`config.mk`:
```
export PLATFORM = sky130hd
export DESIGN_NAME = tx_pause_request_ctrl
export DESIGN_NICKNAME = d
export VERILOG_FILES = /design/src/core/tx_pause_pkg.sv /design/src/core/pause_cfg_regs.sv /design/src/core/pause_refresh_timer.sv /design/src/core/tx_pause_request_ctrl.sv
export SDC_FILE = /design/constraint.sdc
export NUM_CORES = 1
export LEC_CHECK = 0
export BUFFER_PORTS_ARGS = -buffer_cell sky130_fd_sc_hd__buf_2
export CAP_MARGIN = 20
export CORE_UTILIZATION = 68
export CTS_CLUSTER_SIZE = 24
export DETAILED_ROUTE_END_ITERATION = 12
export GPL_TIMING_DRIVEN = 0
export MAX_ROUTING_LAYER = met4
export PLACE_DENSITY = 0.86
export SLEW_MARGIN = 30
export SYNTH_ARGS = -nofsm -noshare
export SYNTH_HDL_FRONTEND = slang
export SYNTH_HIERARCHICAL = 1
export SYNTH_SLANG_ARGS = --single-unit
```
`constraint.sdc`:
```
create_clock -name clk -period 4.6 [get_ports clk]
set_input_delay 0.92 -clock clk [delete_from_list [all_inputs] [get_ports clk]]
set_output_delay 0.92 -clock clk [all_outputs]
set_load 0.005 [all_outputs]
```
`src/core/tx_pause_pkg.sv`:
```
// constants, carriers and helpers shared by the transmit pause control block
// assumes one clock domain and an apb master with 8-bit byte addresses
package tx_pause_pkg;
	// ==========================================================
	// sizes
	localparam int NIDX = 9;
	localparam int GLB_IDX = 8;
	localparam int QW = 16;
	localparam int SEL_W = 4;
	localparam int STAT_CNT_LSB = 16;
	localparam int STAT_OFFER_BIT = 12;

	// ==========================================================
	// register map, byte addresses
	localparam logic [7:0] ADDR_ENABLE = 8'h00;
	localparam logic [7:0] ADDR_STATUS = 8'h04;
	localparam logic [7:0] ADDR_QUANTA0 = 8'h08;
	localparam logic [7:0] ADDR_REFRESH0 = 8'h30;

	// ==========================================================
	// reset values
	localparam logic [NIDX-1:0] ENABLE_RST = 9'h000;
	localparam logic [QW-1:0] QUANTA_RST = 16'h0000;
	localparam logic [QW-1:0] REFRESH_RST = 16'h0000;

	// ==========================================================
	// carriers
	typedef struct packed {
		logic psel;
		logic penable;
		logic pwrite;
		logic [7:0] paddr;
		logic [31:0] pwdata;
	} apb_req_t;

	typedef struct packed {
		logic [31:0] prdata;
		logic pready;
		logic pslverr;
	} apb_rsp_t;

	typedef struct packed {
		logic valid;
		logic global_pause;
		logic [2:0] prio;
		logic [QW-1:0] quanta;
	} tx_frame_t;

	typedef enum logic [0:0] {
		ARB_IDLE = 1'b0,
		ARB_OFFER = 1'b1
	} arb_state_t;

	// word index of addr within a table starting at base
	function automatic logic [4:0] word_index(logic [7:0] addr, logic [7:0] base);
		logic [7:0] diff;
		diff = addr - base;
		return diff[6:2];
	endfunction : word_index

	// true when addr is an aligned word inside a nine-entry table
	function automatic logic table_hit(logic [7:0] addr, logic [7:0] base);
		return (addr >= base) && (addr[1:0] == 2'h0) && (word_index(addr, base) < 5'(NIDX));
	endfunction : table_hit
endpackage : tx_pause_pkg

```
`src/core/pause_cfg_regs.sv`:
```
// apb register file for pause enables, quanta and refresh intervals
// assumes a well-behaved apb master; answers with zero wait states
`timescale 1ns/1ns
module pause_cfg_regs
	import tx_pause_pkg::*;
(
	input wire logic clk,
	input wire logic reset_n,
	input wire apb_req_t apb_i,
	output apb_rsp_t apb_o,
	input wire logic [31:0] status_i,
	output logic [NIDX-1:0] cfg_en,
	output logic [NIDX-1:0][QW-1:0] cfg_quanta,
	output logic [NIDX-1:0][QW-1:0] cfg_refresh
);
	typedef struct packed {
		logic [NIDX-1:0] en;
		logic [NIDX-1:0][QW-1:0] quanta;
		logic [NIDX-1:0][QW-1:0] refresh;
		apb_rsp_t rsp;
	} regs_state_t;

	regs_state_t st_q, st_d;
	logic q_hit, r_hit, wr_go;
	logic [4:0] qi, ri;

	// ==========================================================
	// decode and access
	always_comb begin
		st_d = st_q;
		qi = word_index(apb_i.paddr, ADDR_QUANTA0);
		ri = word_index(apb_i.paddr, ADDR_REFRESH0);
		q_hit = table_hit(apb_i.paddr, ADDR_QUANTA0) && (apb_i.paddr < ADDR_REFRESH0);
		r_hit = table_hit(apb_i.paddr, ADDR_REFRESH0);
		wr_go = apb_i.psel && apb_i.penable && st_q.rsp.pready && apb_i.pwrite && !st_q.rsp.pslverr;
		st_d.rsp.pready = 1'b0;
		st_d.rsp.pslverr = 1'b0;
		if (apb_i.psel && !apb_i.penable) begin
			st_d.rsp.pready = 1'b1;
			st_d.rsp.prdata = 32'h0000_0000;
			if (apb_i.paddr == ADDR_ENABLE) begin
				st_d.rsp.prdata[NIDX-1:0] = st_q.en;
			end else if (apb_i.paddr == ADDR_STATUS) begin
				st_d.rsp.prdata = status_i;
				// status is read-only, writes are refused
				st_d.rsp.pslverr = apb_i.pwrite;
			end else if (q_hit) begin
				st_d.rsp.prdata[QW-1:0] = st_q.quanta[qi[SEL_W-1:0]];
			end else if (r_hit) begin
				st_d.rsp.prdata[QW-1:0] = st_q.refresh[ri[SEL_W-1:0]];
			end else begin
				st_d.rsp.pslverr = 1'b1;
			end
		end
		if (wr_go) begin
			if (apb_i.paddr == ADDR_ENABLE) begin
				st_d.en = apb_i.pwdata[NIDX-1:0];
			end else if (q_hit) begin
				st_d.quanta[qi[SEL_W-1:0]] = apb_i.pwdata[QW-1:0];
			end else if (r_hit) begin
				st_d.refresh[ri[SEL_W-1:0]] = apb_i.pwdata[QW-1:0];
			end
		end
	end

	always_ff @(posedge clk or negedge reset_n) begin
		if (!reset_n) begin
			st_q.en <= ENABLE_RST;
			st_q.quanta <= {NIDX{QUANTA_RST}};
			st_q.refresh <= {NIDX{REFRESH_RST}};
			st_q.rsp <= '0;
		end else begin
			st_q <= st_d;
		end
	end

	assign apb_o = st_q.rsp;
	assign cfg_en = st_q.en;
	assign cfg_quanta = st_q.quanta;
	assign cfg_refresh = st_q.refresh;
endmodule : pause_cfg_regs

```
`src/core/pause_refresh_timer.sv`:
```
// one refresh timer: counts the retransmit interval after a pause frame went out
// assumes start is a one-cycle pulse and clr may be held high, both in the clk domain
`timescale 1ns/1ns
module pause_refresh_timer
	import tx_pause_pkg::*;
(
	input wire logic clk,
	input wire logic reset_n,
	input wire logic clr,
	input wire logic start,
	input wire logic [QW-1:0] interval,
	output logic expire
);
	typedef struct packed {
		logic run;
		logic [QW-1:0] cnt;
		logic exp;
	} tmr_state_t;

	tmr_state_t st_q, st_d;

	always_comb begin
		st_d = st_q;
		st_d.exp = 1'b0;
		if (clr) begin
			st_d.run = 1'b0;
			st_d.cnt = '0;
		end else if (start) begin
			// zero interval means no refresh at all
			st_d.run = (interval != '0);
			st_d.cnt = '0;
		end else if (st_q.run) begin
			if (st_q.cnt + 16'h0001 == interval) begin
				st_d.exp = 1'b1;
				st_d.run = 1'b0;
				st_d.cnt = '0;
			end else begin
				st_d.cnt = st_q.cnt + 16'h0001;
			end
		end
	end

	always_ff @(posedge clk or negedge reset_n) begin
		if (!reset_n) begin
			st_q <= '0;
		end else begin
			st_q <= st_d;
		end
	end

	assign expire = st_q.exp;
endmodule : pause_refresh_timer

```
`src/core/tx_pause_request_ctrl.sv`:
```
// transmit pause request control: turns request bits into pause frame offers
// assumes the mac takes an offer with tx_pause_ack and flags frames in flight
// Function
// - a set request bit leads to a pause frame with that index's quanta
// - index 8 gives a global pause frame, 0 to 7 priority frames
// - each index is processed and sent only while its enable is set
// - resend makes every requested and enabled index send again after the frame in flight
// - resend also clears all retransmit counters to zero
// - quanta 8 only for global frames, 0 to 7 for matching priorities
// - enables and quanta come from registers on the bus
// - pause control inputs are active only with flow control configured
// - each index has a 16-bit refresh interval for retransmission
`timescale 1ns/1ns
module tx_pause_request_ctrl
	import tx_pause_pkg::*;
#(
	parameter bit FC_EN = 1'b1
) (
	input wire logic clk,
	input wire logic reset_n,
	input wire apb_req_t apb_i,
	output apb_rsp_t apb_o,
	input wire logic [NIDX-1:0] pause_req,
	input wire logic resend_pause,
	input wire logic tx_data_busy,
	input wire logic tx_pause_ack,
	output tx_frame_t tx_pause_o,
	output logic [NIDX-1:0] pending_o
);
	typedef struct packed {
		arb_state_t fsm;
		logic [NIDX-1:0] req;
		logic [NIDX-1:0] pend;
		logic [SEL_W-1:0] sel;
		logic [QW-1:0] sent;
		tx_frame_t tx;
	} ctrl_state_t;

	ctrl_state_t st_q, st_d;
	logic [NIDX-1:0] cfg_en;
	logic [NIDX-1:0][QW-1:0] cfg_quanta;
	logic [NIDX-1:0][QW-1:0] cfg_refresh;
	logic [NIDX-1:0] act, rise, done_vec, start_vec, tmr_clr, expire;
	logic [31:0] status;
	logic resend;
	logic [SEL_W-1:0] pick;

	// highest index wins, so global pause goes first
	function automatic logic [SEL_W-1:0] first_set(logic [NIDX-1:0] v);
		logic [SEL_W-1:0] r;
		r = '0;
		for (int i = 0; i < NIDX; i++) begin
			if (v[i]) begin
				r = SEL_W'(i);
			end
		end
		return r;
	endfunction : first_set

	// ==========================================================
	// configuration registers
	pause_cfg_regs u_regs (
		.clk(clk),
		.reset_n(reset_n),
		.apb_i(apb_i),
		.apb_o(apb_o),
		.status_i(status),
		.cfg_en(cfg_en),
		.cfg_quanta(cfg_quanta),
		.cfg_refresh(cfg_refresh)
	);

	always_comb begin
		status = 32'h0000_0000;
		status[NIDX-1:0] = st_q.pend;
		status[STAT_OFFER_BIT] = st_q.tx.valid;
		status[STAT_CNT_LSB +: QW] = st_q.sent;
	end

	// ==========================================================
	// refresh timers, one per index
	for (genvar g = 0; g < NIDX; g++) begin : g_tmr
		pause_refresh_timer u_tmr (
			.clk(clk),
			.reset_n(reset_n),
			.clr(tmr_clr[g]),
			.start(start_vec[g]),
			.interval(cfg_refresh[g]),
			.expire(expire[g])
		);
	end

	// ==========================================================
	// request tracking and offer sequencing
	always_comb begin
		st_d = st_q;
		// without flow control every request input is ignored
		act = FC_EN ? (pause_req & cfg_en) : '0;
		resend = FC_EN && resend_pause;
		rise = act & ~st_q.req;
		done_vec = '0;
		start_vec = '0;
		pick = first_set(st_q.pend);
		st_d.req = act;
		case (st_q.fsm)
			ARB_IDLE: begin
				// wait for the frame in flight to finish
				if (st_q.pend != '0 && !tx_data_busy) begin
					st_d.sel = pick;
					st_d.tx.valid = 1'b1;
					st_d.tx.global_pause = (pick == SEL_W'(GLB_IDX));
					st_d.tx.prio = (pick == SEL_W'(GLB_IDX)) ? 3'h0 : pick[2:0];
					st_d.tx.quanta = cfg_quanta[pick];
					st_d.fsm = ARB_OFFER;
				end
			end
			ARB_OFFER: begin
				if (!act[st_q.sel]) begin
					// request or enable dropped before the mac took it
					st_d.tx.valid = 1'b0;
					st_d.fsm = ARB_IDLE;
				end else if (tx_pause_ack) begin
					st_d.tx.valid = 1'b0;
					done_vec[st_q.sel] = 1'b1;
					start_vec[st_q.sel] = 1'b1;
					st_d.sent = st_q.sent + 16'h0001;
					st_d.fsm = ARB_IDLE;
				end
			end
			default: begin
				st_d.tx.valid = 1'b0;
				st_d.fsm = ARB_IDLE;
			end
		endcase
		// a new set beats the clear from an ack in the same cycle
		st_d.pend = ((st_q.pend & ~done_vec) | rise | expire | (resend ? act : '0)) & act;
		tmr_clr = ~act | {NIDX{resend}};
	end

	always_ff @(posedge clk or negedge reset_n) begin
		if (!reset_n) begin
			st_q <= '0;
			st_q.fsm <= ARB_IDLE;
		end else begin
			st_q <= st_d;
		end
	end

	assign tx_pause_o = st_q.tx;
	assign pending_o = st_q.pend;
endmodule : tx_pause_request_ctrl

```
==> out/metrics.yaml <==
critPathMaxFanout: 10
postCtsSetupBuffers: 0
pwr-share-clk_pct: 47.1
coreArea_um2: 49000
portBuffers: 94
vias: 28900
grt.overflow.total: 0
setup_tns_ns: 0
seqCellArea_um2: 13800
syn_area_um2: 33800
postSynthCellCount: 3247
critPathArrivalTime_ns: 4.93
wire_per_inst_um: 26.4
synth_cell_types: 90
setup_violations: 0
drt_iter0_drc: 3391
leakage_nw: 17.9
multiInputGateArea_um2: 18300
clk_pin_slew_ns: 0.07
yosysSeqAreaShare_pct: 40.9
rows: 81
cts_inserted_buffers: 57
slew_headroom_pct: 30.6
design_area_um2: 37400
period_share_pct: 96.8
drive_gt1_share_pct: 24.4
ir_drop_uv: 348
min_path_type: "primary input to asynchronous set/reset pin"
synth-seq-cells: 553
grt.total_usage_pct: 44.6
place_ws_ns: -0.244
syn_to_final_growth_pct: 10.6
drc_errors: 0
ys_async_sr_fraction_pct: 100
clk_path_buf_depth: 3
synth_edf_count: 0
fillers: 3330
finClkSkew_ns: 0.0222
clock-sinks: 553
pwr-share-seq_pct: 47.1
status: "completed"
cts_root_buf: "clkbuf_16"
ios: 121
avgViaCountPerCell: 6.99
period_needed_ns: 4.45
htree_levels: 2
grt_first_pass_wirelength_um: 167000
power_frac_comb_pct: 5.8
worst_slew_pin_slew_ns: 1.04
post-dp-hpwl_um: 79400
synth-warning-count: 6
post-route-util_pct: 76.3
startpoint_type: "primary input"
cts_tree: "done"
required_ns: 5.08
grt_pass1_vias: 27800
routed_wl_um: 109000
clock.fmax_mhz: 224
hold_violations: 0
die_h_um: 225
holdBufCountCts: 0
final_max_slew_viol_count: 0
power.internal_mw: 7.97
antenna_found_initial: 9
final_common_cell: "dfrtp_1"
avgSynthCellArea_um2: 10.4
grt_setup_unrepaired: "false"
dieArea_um2: 50600
num-nets-final: 3487
p_per_area_nw_per_um2: 280
critPathKind: "primary input to register"
fin_ws_ns: 0.145
gp_congestion: 1.03
mostFrequentLayoutCells: "553 x dfrtp_1, 272 x mux2_2, 196 x nand2_1"
grt_max_degree: 89
antenna_left: 0
whs_ns: 0.248
end_kind: "register"
first_pass_iters: 8
cap_violations: 0
cts_resized: 0
clock_latency_ns: 0.64
initial_utilization_pct: 69.0
synthFlopType: "dfrtp_1"
dpl_cell_area_um2: 35400
switching_share_pct: 23.9
die_w_um: 225
switching_power_mw: 2.51
cells in the mapped netlist, types with 46 or more instances:
master / n / share of area, %
xnor2_1: 92 / 2.4
inv_1: 77 / 0.86
buf_4: 48 / 1.1
mux2i_1: 123 / 3.6
a21oi_1: 120 / 1.8
buf_2: 94 / 1.4
nand4_1: 48 / 0.89
nand2_1: 196 / 2.2
nor3_1: 88 / 1.3
mux2_1: 46 / 1.5
clkbuf_1: 76 / 0.84
xor2_1: 106 / 2.7
dfrtp_1: 553 / 41
or3_1: 57 / 1.1
nand3_1: 131 / 1.9
o21ai_0: 145 / 2.1
nor2_1: 141 / 1.6
and3_1: 46 / 0.85
mux2_2: 272 / 9.1
area by class of cell:
type / instances / share of cell area [%]
Multi-Input combinational cell: 2350 / 49.0
Sequential cell: 553 / 37.0
Clock buffer: 82 / 4.48
Buffer: 258 / 3.76
Tap cell: 664 / 2.22
Timing Repair Buffer: 100 / 1.73
Inverter: 91 / 0.921
Clock inverter: 20 / 0.780
Antenna cell: 9 / 0.0603
path summary, 6_finish.rpt:
| kind | slack [ns] | end | cells after the start | from |
|---|---|---|---|---|
| max | 0.15 | u_regs/apb_o[0] | 9 | apb_i[36] |
| min | 0.25 | g_tmr[1].u_tmr/st_q[5] | 1 | reset_n |
| max reg2reg | 1.10 | g_tmr[6].u_tmr/st_q[4] | 12 | u_regs/cfg_en[3] |
| min reg2reg | 0.44 | pending_o[3] | 1 | st_q[53] |
| max in group asynchronous | 3.04 | u_regs/cfg_quanta[52] | 3 | reset_n |
| min in group clk | 0.44 | pending_o[3] | 1 | st_q[53] |
worst max-delay path, cell delays in order:
cell and delay, ns:
buf_2 0.18, clkbuf_1 0.53, inv_1 0.33, ha_1 0.58
clkinv_1 0.38, o211ai_1 0.87, clkbuf_1 0.53, a32oi_1 0.19
o22ai_1 0.42
per-stage QoR:
stage / std cells / power, mW
after floorplan: 3252 / 5.28
after global placement: 4010 / 5.57
after detailed placement: 4016 / 5.60
after CTS: 4118 / 10.5
after global routing: 4125 / 10.7
final: 4127 / 10.5
routing by layer:
metal / up-vias / track usage [%] / wire, um
li1: 12400 / - / -
met1: 14300 / 58.5 / 42400
met2: 1779 / 65.4 / 48300
met3: 394 / 9.92 / 11800
met4: 0 / 22.4 / 6220
met5: - / - / 0
power groups by stage:
stage / registers (mW) / clock network, mW / logic [mW]
6_report: 4.93 / 4.93 / 0.611
3_3_place_gp: 5.02 / 0 / 0.554
3_5_place_dp: 5.01 / 0 / 0.587
5_1_grt: 4.93 / 5.12 / 0.646
2_1_floorplan: 5.00 / 0 / 0.281
4_1_cts: 4.92 / 4.94 / 0.589
cell families after synthesis:
kind of cell | count (synthesis) | synth area share [%]
flops | 553 | 40.9
buf+inv | 349 | 5.18
fa+ha+maj | 19 | 0.703
simple gates | 1006 | 18.3
other cells | 1 | 0.0111
xor+xnor | 198 | 5.13
compound gates | 636 | 12.7
mux | 485 | 16.9
sequential cells by signal, indices dropped and copies added (netlist names):
signal	cells
g_tmr.u_tmr/st_q	153
st_q	30
u_regs/cfg_refresh	144
u_regs/cfg_quanta	144
g_tmr.u_tmr/expire	9
pending_o	9
u_regs/cfg_en	9
u_regs/apb_o	34
tx_pause_o	21
No activity file was read; power rests on OpenSTA's default activity.
